File: src/logic/sbrg_pkg.sv
// Constants for the serial baud rate generator
package sbrg_pkg;
  localparam int          DIV_W         = 12;
  localparam int          ADDR_W        = 4;
  localparam int          DATA_W        = 8;
  localparam int          HI_W          = 4;
  localparam logic [3:0]  ADDR_DIV_HIGH = 4'h1;
  localparam logic [3:0]  ADDR_DIV_LOW  = 4'h0;
  localparam logic [3:0]  ADDR_CTRL     = 4'h2;
  localparam logic [3:0]  ADDR_STATUS   = 4'h3;
  localparam logic [11:0] DIV_RESET     = 12'h000;
  localparam logic [3:0]  OVS_RESET     = 4'h0;
  localparam logic [3:0]  OVS_NORMAL    = 4'hF;
  localparam logic [3:0]  OVS_DOUBLE    = 4'h7;
  localparam int          CTRL_DS_BIT   = 0;
  localparam logic [7:0]  READ_ZERO     = 8'h00;
endpackage

File: src/logic/sbrg_baud_gen.sv
// Baud rate generator with divisor registers and double speed control
//
// The placing of the registers and the strobed register port were left to the implementer.
`timescale 1ns/1ns
`default_nettype none

module sbrg_baud_gen
  import sbrg_pkg::*;
(
  input  wire logic              clk_sys,
  input  wire logic              rst_n,
  input  wire logic [ADDR_W-1:0] regAddr,
  input  wire logic [DATA_W-1:0] regWrData,
  input  wire logic              regWrStb,
  input  wire logic              regRdStb,
  output var  logic [DATA_W-1:0] regRdData,
  output var  logic              sampleTick,
  output var  logic              bitTick
);

  ////////////////////////////////////////////////////////////////////////////
  logic [HI_W-1:0]   divHigh_ff, nxt_divHigh;
  logic [DATA_W-1:0] divLow_ff, nxt_divLow;
  logic              doubleSpeed_ff, nxt_doubleSpeed;
  logic [DIV_W-1:0]  presc_ff, nxt_presc;
  logic [3:0]        ovs_ff, nxt_ovs;
  logic              sampleTick_ff, nxt_sampleTick;
  logic              bitTick_ff, nxt_bitTick;
  logic [DATA_W-1:0] rdData_ff, nxt_rdData;
  logic [DIV_W-1:0]  baudDivisor;
  logic              lowWrite;
  // Checking aid only: sample ticks counted between bit boundaries
  logic [3:0]        tickCnt_ff, nxt_tickCnt;
  logic              bitMode_ff, nxt_bitMode;
  logic              seenBit_ff, nxt_seenBit;

  assign baudDivisor = {divHigh_ff, divLow_ff};
  assign lowWrite    = regWrStb && (regAddr == ADDR_DIV_LOW);

  ////////////////////////////////////////////////////////////////////////////
  // Register file; divisor changes mid-frame are not guarded
  always_comb begin
    nxt_divHigh     = divHigh_ff;
    nxt_divLow      = divLow_ff;
    nxt_doubleSpeed = doubleSpeed_ff;
    nxt_rdData      = READ_ZERO;
    if (regWrStb) begin
      case (regAddr)
        ADDR_DIV_HIGH: nxt_divHigh = regWrData[HI_W-1:0];
        ADDR_DIV_LOW:  nxt_divLow = regWrData;
        ADDR_CTRL:     nxt_doubleSpeed = regWrData[CTRL_DS_BIT];
        default:       nxt_divLow = divLow_ff;
      endcase
    end
    if (regRdStb) begin
      case (regAddr)
        ADDR_DIV_HIGH: nxt_rdData = {{(DATA_W-HI_W){1'b0}}, divHigh_ff};
        ADDR_DIV_LOW:  nxt_rdData = divLow_ff;
        ADDR_CTRL:     nxt_rdData = {{(DATA_W-1){1'b0}}, doubleSpeed_ff};
        ADDR_STATUS:   nxt_rdData = {{(DATA_W-4){1'b0}}, ovs_ff};
        default:       nxt_rdData = READ_ZERO;
      endcase
    end
  end

  always_ff @(posedge clk_sys or negedge rst_n) begin
    if (!rst_n) begin
      divHigh_ff     <= DIV_RESET[DIV_W-1:DATA_W];
      divLow_ff      <= DIV_RESET[DATA_W-1:0];
      doubleSpeed_ff <= 1'b0;
      rdData_ff      <= READ_ZERO;
    end else begin
      divHigh_ff     <= nxt_divHigh;
      divLow_ff      <= nxt_divLow;
      doubleSpeed_ff <= nxt_doubleSpeed;
      rdData_ff      <= nxt_rdData;
    end
  end

  ////////////////////////////////////////////////////////////////////////////
  // Prescaler and oversampling counter
  always_comb begin
    nxt_presc      = presc_ff;
    nxt_ovs        = ovs_ff;
    nxt_sampleTick = 1'b0;
    nxt_bitTick    = 1'b0;
    if (lowWrite) begin
      nxt_presc = {divHigh_ff, regWrData};
    end else if (presc_ff == DIV_RESET) begin
      nxt_presc      = baudDivisor;
      nxt_sampleTick = 1'b1;
      if (ovs_ff == OVS_RESET) begin
        nxt_ovs     = doubleSpeed_ff ? OVS_DOUBLE : OVS_NORMAL;
        nxt_bitTick = 1'b1;
      end else begin
        nxt_ovs = ovs_ff - 4'h1;
      end
    end else begin
      nxt_presc = presc_ff - 12'h001;
    end
  end

  always_ff @(posedge clk_sys or negedge rst_n) begin
    if (!rst_n) begin
      presc_ff      <= DIV_RESET;
      ovs_ff        <= OVS_RESET;
      sampleTick_ff <= 1'b0;
      bitTick_ff    <= 1'b0;
    end else begin
      presc_ff      <= nxt_presc;
      ovs_ff        <= nxt_ovs;
      sampleTick_ff <= nxt_sampleTick;
      bitTick_ff    <= nxt_bitTick;
    end
  end

  ////////////////////////////////////////////////////////////////////////////
  // Sample ticks between two bit ticks, with the speed chosen at the boundary
  always_comb begin
    nxt_tickCnt = tickCnt_ff;
    nxt_bitMode = bitMode_ff;
    nxt_seenBit = seenBit_ff;
    if (nxt_bitTick) begin
      nxt_tickCnt = OVS_RESET;
      nxt_bitMode = doubleSpeed_ff;
      nxt_seenBit = 1'b1;
    end else if (nxt_sampleTick) begin
      nxt_tickCnt = tickCnt_ff + 4'h1;
    end
  end

  always_ff @(posedge clk_sys or negedge rst_n) begin
    if (!rst_n) begin
      tickCnt_ff <= OVS_RESET;
      bitMode_ff <= 1'b0;
      seenBit_ff <= 1'b0;
    end else begin
      tickCnt_ff <= nxt_tickCnt;
      bitMode_ff <= nxt_bitMode;
      seenBit_ff <= nxt_seenBit;
    end
  end

  assign regRdData  = rdData_ff;
  assign sampleTick = sampleTick_ff;
  assign bitTick    = bitTick_ff;

  ////////////////////////////////////////////////////////////////////////////
  // Register checks
  chk_div_concat: assert property (@(posedge clk_sys) disable iff (!rst_n)
    regRdStb && regAddr == ADDR_DIV_HIGH |=> regRdData == {4'h0, $past(baudDivisor[11:8])})
    else $error("high byte read mismatch");

  chk_low_readback: assert property (@(posedge clk_sys) disable iff (!rst_n)
    regRdStb && regAddr == ADDR_DIV_LOW |=> regRdData == $past(divLow_ff))
    else $error("low byte read mismatch");

  chk_high_write: assert property (@(posedge clk_sys) disable iff (!rst_n)
    regWrStb && regAddr == ADDR_DIV_HIGH |=> divHigh_ff == $past(regWrData[3:0]))
    else $error("high byte write lost");

  chk_high_reserved: assert property (@(posedge clk_sys) disable iff (!rst_n)
    regRdStb && regAddr == ADDR_DIV_HIGH |=> regRdData[7:4] == 4'h0)
    else $error("reserved bits not zero");

  chk_reset_zero: assert property (@(posedge clk_sys) disable iff (!rst_n)
    !$past(rst_n) |-> baudDivisor == DIV_RESET && regRdData == READ_ZERO)
    else $error("divisor not zero after reset");

  chk_speed_readback: assert property (@(posedge clk_sys) disable iff (!rst_n)
    regRdStb && regAddr == ADDR_CTRL |=> regRdData == {7'h00, $past(doubleSpeed_ff)})
    else $error("speed control read mismatch");

  // Prescaler and oversampling checks
  chk_low_reload: assert property (@(posedge clk_sys) disable iff (!rst_n)
    lowWrite |=> presc_ff == {divHigh_ff, divLow_ff})
    else $error("low write did not reload prescaler");

  chk_reload_quiet: assert property (@(posedge clk_sys) disable iff (!rst_n)
    lowWrite |=> !sampleTick)
    else $error("reload emitted a tick");

  chk_high_no_reload: assert property (@(posedge clk_sys) disable iff (!rst_n)
    regWrStb && regAddr == ADDR_DIV_HIGH && presc_ff != DIV_RESET |=>
      presc_ff == $past(presc_ff) - 12'h001)
    else $error("high write disturbed prescaler");

  chk_zero_rate: assert property (@(posedge clk_sys) disable iff (!rst_n)
    $past(rst_n) && $past(presc_ff == DIV_RESET) && !$past(lowWrite) &&
      $past(baudDivisor == DIV_RESET) |-> sampleTick && presc_ff == DIV_RESET)
    else $error("zero divisor not ticking every cycle");

  chk_double_len: assert property (@(posedge clk_sys) disable iff (!rst_n)
    nxt_bitTick |=> ovs_ff == ($past(doubleSpeed_ff) ? OVS_DOUBLE : OVS_NORMAL))
    else $error("oversampling reload wrong");

  chk_bit_on_sample: assert property (@(posedge clk_sys) disable iff (!rst_n)
    bitTick |-> sampleTick)
    else $error("bit tick without sample tick");

  chk_bit_count: assert property (@(posedge clk_sys) disable iff (!rst_n)
    nxt_bitTick && seenBit_ff |-> tickCnt_ff == (bitMode_ff ? OVS_DOUBLE : OVS_NORMAL))
    else $error("wrong sample ticks per bit");

  chk_presc_count: assert property (@(posedge clk_sys) disable iff (!rst_n)
    !lowWrite && presc_ff != DIV_RESET |=> presc_ff == $past(presc_ff) - 12'h001)
    else $error("prescaler not counting down");

  chk_tick_single: assert property (@(posedge clk_sys) disable iff (!rst_n)
    sampleTick && $past(baudDivisor) != DIV_RESET |-> ##1 !sampleTick)
    else $error("tick longer than one cycle");

  chk_tick_spacing: assert property (@(posedge clk_sys) disable iff (!rst_n)
    (sampleTick && $past(baudDivisor) == 12'h002 && !lowWrite) ##1 !lowWrite[*2] |->
      $past(!sampleTick) && !sampleTick ##1 sampleTick)
    else $error("prescaler period not divisor plus one");

endmodule // sbrg_baud_gen

`default_nettype wire

File: config.mk
export PLATFORM = sky130hd
export DESIGN_NAME = sbrg_baud_gen
export DESIGN_NICKNAME = d
export VERILOG_FILES = /design/src/logic/sbrg_pkg.sv /design/src/logic/sbrg_baud_gen.sv
export SDC_FILE = /design/constraint.sdc
export NUM_CORES = 1
export LEC_CHECK = 0
export BUFFER_PORTS_ARGS = -buffer_cell sky130_fd_sc_hd__buf_4
export CAP_MARGIN = 20
export CELL_PAD_IN_SITES_DETAIL_PLACEMENT = 1
export CELL_PAD_IN_SITES_GLOBAL_PLACEMENT = 2
export CORE_MARGIN = 4
export CORE_UTILIZATION = 25
export DETAILED_ROUTE_END_ITERATION = 6
export GPL_TIMING_DRIVEN = 0
export PLACE_DENSITY_LB_ADDON = 0.1
export SYNTH_ARGS = -nofsm -noshare
export SYNTH_HDL_FRONTEND = slang
export SYNTH_SLANG_ARGS = --single-unit
File: constraint.sdc
create_clock -name clk_sys -period 1.81 [get_ports clk_sys]
set_input_delay 0.2715 -clock clk_sys [delete_from_list [all_inputs] [get_ports clk_sys]]
set_output_delay 0.2715 -clock clk_sys [all_outputs]
set_load 0.01 [all_outputs]
# --- After elaboration in Yosys (flattened, before gate mapping) ---
# Index checks and enable logic that the tools add are counted.
totals:
  regBits: 39
  latch_bits: 0
  ramBits: 0
  rom_bits: 0
  input_bits: 16
  out_inout_bits: 10
  wordCells: 33
  mem_count: 0
op_classes:
  add_sub_neg: 2
  mul: 0
  div: 0
  n_lt_le_gt_ge: 0
  n_eq_ne: 3
  shifts: 0
  n_mux: 11
  bitwise_logic: 1
  reduce_logical: 8
ops:
  columns: ["cell", "count"]
  rows:
  - ["one-hot mux 8 bit (4 select lines)", 1]
  - ["two-way mux 12 bit", 2]
  - ["zero test 12 bit", 1]
  - ["subtractor 12 x 1 -> 12 bit, second input constant", 1]
  - ["== test 4 x 2 -> 1 bit, second input constant", 2]
  - ["zero test 4 bit", 2]
  - ["two-way mux 4 bit", 2]
  - ["two-way mux 8 bit", 1]
  - ["AND reduction 2 bit", 4]
  - ["two-way mux 1 bit", 5]
  - ["== test 4 x 1 -> 1 bit, second input constant", 1]
  - ["subtractor 4 x 1 -> 4 bit, second input constant", 1]
  - ["logical AND 1 bit", 1]
  - ["inverter 1 bit", 1]

# --- Logic depth before layout (Yosys ltp) ---
# Gate-level depths: netlist (run 1).
logic_depth:
  word_depth: 4
  ltp_mapped: 7
  ltp_nobuf: 7

# --- Worst setup path before layout (run 1) ---
# OpenSTA, ideal clock, no wires.
synth_timing:
  path_kind: "reg-to-reg"
  start: "register presc_ff[0]"
  end: "register presc_ff[4]"
  setup_time_ns: 0.128
  t_arrival_ns: 1.786
  required_ns: 1.682
  path_slack_ns: -0.104
  stages_incl_launch_ff: 8
  n_path_buf: 1
  synth_period_minus_slack_ns: 1.914
  cell_sequence: "dfrtp_1 -> inv_1 -> ha_1 -> or4b_4 -> or4_4 -> buf_6 -> nand3_1 -> o211ai_2"
synth_via:
  elab_chain_cells: 3
  word_cells_on_any_way: 4
  cone_classes: "add/sub (1); mux (2); reduce/logical (1)"
synth_lines:
  columns: ["element", "line", "source"]
  rows:
  - ["from (decl)", "sbrg_baud_gen.sv:25", "logic [DIV_W-1:0] presc_ff, nxt_presc;"]
  - ["from (signal assigned)", "sbrg_baud_gen.sv:110", "presc_ff <= nxt_presc;"]
  - ["subtractor 12 x 1 -> 12 bit or zero test 12 bit (tied branches)", "sbrg_baud_gen.sv:99, sbrg_baud_gen.sv:89", null]
  - ["two-way mux 12 bit *", "sbrg_baud_gen.sv:89", "end else if (presc_ff == DIV_RESET) begin"]
  - ["two-way mux 12 bit *", "sbrg_baud_gen.sv:87", "if (lowWrite) begin"]
  - ["via nxt_presc[4]", "sbrg_baud_gen.sv:25", null]
# Mark *: on every way through the listed nets, which the timed path passes. The rest lies on a longest branch.
# A chain may end at the register's enable or synchronous reset.

# --- Worst setup path in the final report (run 1) ---
layout_timing:
  start: "register presc_ff[0]"
  end: "register presc_ff[7]"
# The elaborated chain is that of the path after synthesis.

==> results by group, run 1 <==
Detailed routing
  • Pre-Repair DR Iteration Count: 4
  • Number of remaining DRC errors: 0
  • DR WL/cell: 16.2 um
  • WL final: 5.18 mm
  • Initial drt markers: 21
  • Vias per inst: between 4 and 5
  • Via count: approximately 1500
  • Antenna viol nets, final: 0

Worst setup path
  • Type of origin of the critical path: flop
  • Worst-path fanout max: 5
  • CP Data Arrival Time: roughly 2.2 ns
  • Cells along the critical path: inv_2 > ha_4 > or4b_4 > or4_4 > buf_8 > nor2_2 > o31ai_1
  • Data required, critical path: about 2.0 ns
  • Critical path buffers and inverters: 2
  • FF-to-FF setup slack: -0.24 ns
  • CP Class: flop to flop
  • Reg2Reg Depth: 7
  • Crit-path leading delay family: simple AND/OR/NAND/NOR gates
  • Slowest stage delay, CP: roughly 0.50 ns
  • Setup crit end kind: flop
  • Crit. path cell count: 7
  • Slowest stage cell, crit path: or4_4

STA
  • Hold Vio Cnt, Final: 0
  • RSZ-0062 raised after global routing: yes
  • Slew @ Worst Pin: about 0.67 ns
  • Fmax: between 400 and 500 MHz
  • Final WS setup: -0.241 ns
  • Crit path time final: around 2 ns
  • Final period util: 1.13
  • Max Slew Vio Count: 0
  • Fin Setup TNS: -2.92 ns
  • Slew headroom: 0.554
  • Final setup fails: 18
  • Skew final: 0.00596 ns

Yosys
  • Post-synthesis sequential area ratio: 0.524
  • Top_reg_cell synth: dfrtp_1
  • Cell area after synthesis: about 1900 um^2
  • Post-synth cell types: 40
  • Flops & latches, synth: 39
  • Post-synth top area share: 0.524
  • Post-synth top area cell: dfrtp_1
  • Number of flops mapped to enable cells by yosys: 0
  • Post-synth net total: 196
  • Post-Syn Instances: 177
  • Ys Warns: 0
  • Top post-synthesis cells by area: dfrtp_1 (52%), nand2_1 (6.2%), mux2_2 (3.0%)
  • Ys async rst share: 1.00
  • Synth Area per Inst: between 10 and 15 um^2

Clock network
  • TritonCTS clock tree: done
  • Clock Latency Late Sink: about 0.30 ns
  • Root buf cell: clkbuf_8
  • Cts bufs inserted: 5
  • Register clock-pin slew on the reported worst setup and hold paths: approximately 0.08 ns
  • Max Buffers Root-to-Sink: 2
  • H-tree lvl count: 2
  • Clock sinks: 39

Finish
  • FF/Latch Area: 976 um^2
  • Final Net Count: ~240
  • Area of the multi-input gates: 930 um^2
  • Final instance area: 2540 um^2
  • N_diodes: 0
  • Area grow syn2layout: 36.3%
  • Fillers: between 800 and 900
  • Share of layout cells above drive strength 1: 0.364

Place
  • Buffers on Ports: 25
  • GP Congestion: 0.739
  • Final HPWL DP: approximately 3.6 mm
  • Place WS: -0.360 ns
  • Placed cell area: 2170 um^2

Hold path
  • Hold path cells: 3
  • Hold Crit Class: input pin to flop

GRT
  • Largest net degree at the start of global routing: 40
  • Antenna violations before repair: 0
  • First-pass GRT wire length: 8.45 mm
  • Gr ovfl total: 0
  • Number of global-route vias before repair: approximately 1600
  • All-Layer GR Usage: 0.125

Job
  • Max Cap Violations: 0

Status
  • Violated checks: setup timing
  • Status: finished, violations left

Floorplanning
  • Die H: 94.3 um
  • Initial Util: 0.257
  • Die X: between 90 and 100 um
  • I/O pins: 26
  • Die area: 8900 um^2
  • Core area: 7250 um^2
  • FP Rows: 31

Power
  • Worst vdd ir: about 470 uV
  • Pwr dens: 1270 nW/um^2
  • LEAKAGE: approximately 0.0011 uW
==> routing by layer <==
metal  routed length (um)  vias up  track usage  part of all wire
met1                 2460      739        0.173              0.47
met5                    0        -            0                 0
met4                   76        0       0.0397             0.015
li1                     -      703            -                 -
met2                 2510       18        0.195              0.48
met3                  141        6       0.0280             0.027
==> per-stage QoR <==
| stage | power, uW | util | std cells | hold WS, ns |
|---|---|---|---|---|
| after global routing | 3430 | 0.350 | 319 | 0.199 |
| after floorplan | 1920 | - | 177 | -0.0241 |
| final | 3210 | 0.350 | 319 | 0.201 |
| after detailed placement | 2190 | 0.300 | 301 | 0.292 |
| after CTS | 3090 | 0.338 | 319 | 0.175 |
| after global placement | 2150 | 0.300 | 301 | 0.279 |
==> worst paths after layout <==
path	start	to
setup / recovery	presc_ff[0]	presc_ff[7]
hold / removal	regWrData[7]	divLow_ff[7]
setup reg to reg	presc_ff[0]	presc_ff[7]
hold reg to reg	divLow_ff[5]	regRdData[5]
max in group asynchronous	rst_n	regRdData[1]
min in group asynchronous	rst_n	divLow_ff[6]
==> cells in the mapped netlist (4+ instances only) <==
cell type,count
dfrtp_1,39
nand2_1,31
nor2_1,13
o21ai_0,8
clkbuf_1,6
nand3_1,6
xnor2_1,6
and2_1,5
inv_1,5
mux2_2,5
nor3b_1,4
==> area by class of cell <==
type,instances,area share
plain buffers,8,0.0227
clock buffers,6,0.0325
clock inverters,2,0.0138
inverters,5,0.00739
multi-input cells,124,0.366
flip-flops and latches,39,0.384
well taps,99,0.0488
repair buffers,36,0.125
==> logic make-up after synthesis <==
group,after synthesis,synth area share
XOR/XNOR,9,0.0423
flip-flops,39,0.524
AND/OR/NAND/NOR,75,0.212
buffers and inverters,14,0.0369
AO/OA/AOI/OAI,28,0.107
adder cells (fa/ha/maj),3,0.0201
multiplexers,9,0.0584
==> cell usage in the layout, fill, tap and decap left out, drive strengths merged, types with 2 or more instances in the layout <==
| cell | count |
|---|---|
| xor2 | 3 |
| and2 | 5 |
| or3 | 2 |
| o21ai | 10 |
| nand2 | 31 |
| nor3b | 4 |
| mux2i | 3 |
| o31ai | 2 |
| a31oi | 3 |
| clkbuf | 11 |
| nor3 | 3 |
| xnor2 | 6 |
| inv | 5 |
| mux2 | 5 |
| nor4 | 3 |
| nand3 | 6 |
| o211ai | 3 |
| dfrtp | 39 |
| ha | 3 |
| o221ai | 2 |
| or4 | 2 |
| o311ai | 2 |
| a21oi | 3 |
| nand3b | 2 |
| buf | 38 |
| nor2 | 13 |
==> power by group <==
group          internal (uW)  total (uW)  switching [uW]
sequential              1100        1350             247
clock                    447         776             329
combinational            605        1090             485
total                   2150        3210            1060
==> flip-flops by register name, summed over array words and instances (netlist names) <==
signal,count
presc_ff,12
regRdData,8
sampleTick,1
doubleSpeed_ff,1
divLow_ff,8
ovs_ff,4
bitTick,1
divHigh_ff,4
==> worst reg2reg max path, cell delays in order (launching register included) <==
cell	delay, ns
dfrtp_1	0.41
inv_2	0.09
ha_4	0.12
or4b_4	0.46
or4_4	0.50
buf_8	0.17
nor2_2	0.08
o31ai_1	0.09
==> repair_timing <==
item,4_1_cts,5_1_grt
setup endpoints to repair,17,24
gates resized for setup,17,25
buffers inserted,7,2
hold endpoints to repair,39,0
pin swaps,2,4
gates cloned,2,0
hold buffers,1,0
Note: power is estimated with default switching activity, not from simulation.
==> run 2, diff against run 1 <==
Settings changed: PLACE_DENSITY_LB_ADDON 0.1 to 0.05, SETUP_SLACK_MARGIN set to 0.2, TNS_END_PERCENT set to 50.
==> run 2 against run 1 <==
The run still ends with setup timing left. Clock power is 1% lower. Critical path depth stayed put. Critical path type unchanged. Final area fell by 5.8%. Largest cell class unchanged.
==> results by group, run 2 (synthesis gave the netlist of run 1 again) <==
Finish
  • Fillers: 854 (+2.0%)
  • Share of layout cells above drive strength 1: 0.307 (-0.0563)
  • Most flop-heavy register: presc_ff
  • Final instance area: 2390 um^2 (-5.8%)
  • Final Net Count: 236 (-0.84%)
  • Layout Utilization: 0.330 (-0.0202)
  • Commonest non-fill, non-tap cell in the layout: dfrtp_1
  • Area grow syn2layout: 28.5%
  • N_diodes: 0 (unchanged)
  • Most frequent cells in the layout: dfrtp_1 (39), buf_4 (29), nand2_1 (28)
  • Max reg flops: 12 (unchanged)

Detailed routing
  • Vias per inst: 4.57 (-0.54%)
  • DR WL/cell: 16.2 um (-0.48%)
  • Pre-Repair DR Iteration Count: 2 (-2)
  • WL final: 5.12 mm (-1.1%)
  • Initial drt markers: 40 (+90%)
  • Antenna viol nets, final: 0 (unchanged)
  • Via count: 1449 (-1.2%)
  • Number of remaining DRC errors: 0 (unchanged)

Worst setup path
  • FF-to-FF setup slack: -0.20 ns (+0.04 ns)
  • Setup crit end kind: flop
  • R2r startpoint: presc_ff[0]
  • Type of origin of the critical path: flop
  • Slowest stage cell, crit path: or4b_4
  • CP Launch Point: presc_ff[0]
  • Cells along the critical path: inv_2 > ha_1 > or4b_4 > or4_4 > buf_6 > nand3_1 > o211ai_2
  • Data required, critical path: 1.98 ns (about the same)
  • Reg2Reg Depth: 7 (unchanged)
  • Critical R2R Capture: presc_ff[2]
  • CP Class: flop to flop
  • Slowest stage delay, CP: 0.48 ns (-0.02 ns)
  • CP Data Arrival Time: 2.18 ns (-0.04 ns)
  • Critical path buffers and inverters: 2 (unchanged)
  • Worst-path fanout max: 10 (+5)
  • Crit-path leading delay family: simple AND/OR/NAND/NOR gates

Clock network
  • H-tree lvl count: 2 (unchanged)
  • Max Buffers Root-to-Sink: 2 (unchanged)
  • Register clock-pin slew on the reported worst setup and hold paths: 0.08 ns (about the same)
  • Clock Latency Late Sink: 0.29 ns (about the same)
  • Clock sinks: 39 (unchanged)
  • Root buf cell: clkbuf_8
  • Cts bufs inserted: 5 (unchanged)
  • TritonCTS clock tree: done

Place
  • Final HPWL DP: 3.67 mm (+0.76%)
  • GP Congestion: 0.696 (-5.8%)
  • Buffers on Ports: 25 (unchanged)
  • Placed cell area: 2170 um^2 (unchanged)

Floorplanning
  • Core area: 7250 um^2 (unchanged)
  • I/O pins: 26 (unchanged)
  • Die area: 8900 um^2 (unchanged)
  • Die H: 94.3 um (unchanged)
  • Initial Util: 0.257 (unchanged)
  • Die X: 94.3 um (unchanged)
  • FP Rows: 31 (unchanged)

Power
  • LEAKAGE: 0.00109 uW (-4.0%)
  • Sequential share of power: 0.443 (+0.023)
  • Clock power share: 0.255 (+0.014)
  • Combinational fraction of design power: 0.302 (-0.037)
  • Sw Share: 0.329 (-0.00186)
  • Int Pwr: 2030 uW (-5.9%)
  • Pwr dens: 1260 nW/um^2 (-0.42%)
  • Worst vdd ir: 468 uV (+0.15%)
  • Net switching power: 991 uW (-6.7%)

STA
  • Crit path time final: 2.01 ns (-0.0398 ns)
  • Final period util: 1.11 (-0.0220)
  • Slew @ Worst Pin: 0.520 ns (-0.148 ns)
  • Fmax: 497 MHz (+2.0%)
  • Final hold slack: 0.199 ns (-0.00234 ns)
  • Hold Vio Cnt, Final: 0 (unchanged)
  • Skew final: 0.00946 ns (+0.00350 ns)
  • Final setup fails: 17 (-1)
  • RSZ-0062 raised after global routing: yes
  • Final WS setup: -0.202 ns (+0.0398 ns)
  • Slew headroom: 0.653 (+0.0989)
  • Max Slew Vio Count: 0 (unchanged)

Job
  • Max Cap Violations: 0 (unchanged)

Hold path
  • HP Start: regWrData[7]
  • Hold path cells: 3 (unchanged)
  • Hold Crit Class: input pin to flop
  • Hold Path Sink: divLow_ff[7]

Status
  • Status: finished, violations left
  • Violated checks: setup timing

GRT
  • Largest net degree at the start of global routing: 40 (unchanged)
  • Antenna violations before repair: 0 (unchanged)
  • First-pass GRT wire length: 8.18 mm (-3.3%)
  • Number of global-route vias before repair: 1554 (unchanged)
  • Gr ovfl total: 0 (unchanged)
  • All-Layer GR Usage: 0.122 (-0.00361)
## run 2: cell count changes in the layout (fill, tap and decap cells not counted), moves of 2 or more
cell	delta
nand3_2	-4
o21ai_1	-3
o221ai_2	-2
nand3_1	+5
nand2_2	+3
o311ai_1	+2
nand2_4	-2
o221ai_1	+2
o21ai_0	+4
## run 2: worst reg2reg max path, delay by kind of cell (launching register included)
| family | cells | cell delay [ns] |
|---|---|---|
| fa+ha+maj | 1 | 0.13 |
| compound gates | 1 | 0.10 |
| flops | 1 | 0.41 |
| buf+inv | 2 | 0.24 |
| simple gates | 3 | 1.02 |
## run 2: worst max path at each step
stage / slack (ns) / cells after the start / to
2_1_floorplan: -0.10 / 7 / presc_ff[4]
3_3_place_gp: -0.37 / 7 / presc_ff[8]
3_5_place_dp: -0.39 / 7 / presc_ff[8]
4_1_cts: -0.24 / 7 / presc_ff[2]
5_1_grt: -0.30 / 7 / presc_ff[2]
6_report: -0.20 / 7 / presc_ff[2]
## run 2: routing by layer
layer | track usage | wire (um)
met3 | 0.0296 | 145
met1 | 0.162 | 2390
met5 | 0 | 0
met4 | 0.0325 | 56
met2 | 0.198 | 2530
## run 2: final cells by class
class	count	area, um^2	share of cell area
clock inverter	2	35.0	0.0146
sequential	39	976	0.408
timing repair buffer	33	262	0.109
inverter	5	18.8	0.00784
clock buffer	6	82.6	0.0345
buffer	9	57.6	0.0240
tap	99	124	0.0518
multi-input combinational	124	838	0.350
## run 2: stage by stage
stage / power (uW) / TNS (ns) / worst slack [ns] / std cells
floorplan: 1920 / -0.675 / -0.104 / 177
global placement: 2150 / -5.61 / -0.366 / 301
detailed placement: 2190 / -6.14 / -0.393 / 301
CTS: 3020 / -2.55 / -0.235 / 315
global route: 3230 / -3.81 / -0.299 / 317
finish: 3020 / -2.19 / -0.202 / 317
## run 2: timing repair
| item | 4_1_cts | 5_1_grt |
|---|---|---|
| hold buffers | 1 | 0 |
| hold endpoints to repair | 39 | 0 |
| buffers inserted | 4 | 2 |
| resized for setup | 9 | 9 |
| pin swaps | 2 | 1 |
| setup endpoints to repair | 24 | 26 |
| gates cloned | 1 | 0 |
## run 2: power groups by stage
stage	Clock (uW)	Sequential [uW]	Combinational (uW)
floorplan	0	1280	642
global placement	0	1350	806
detailed placement	0	1360	837
CTS	790	1340	890
global route	835	1380	1020
finish	768	1340	911
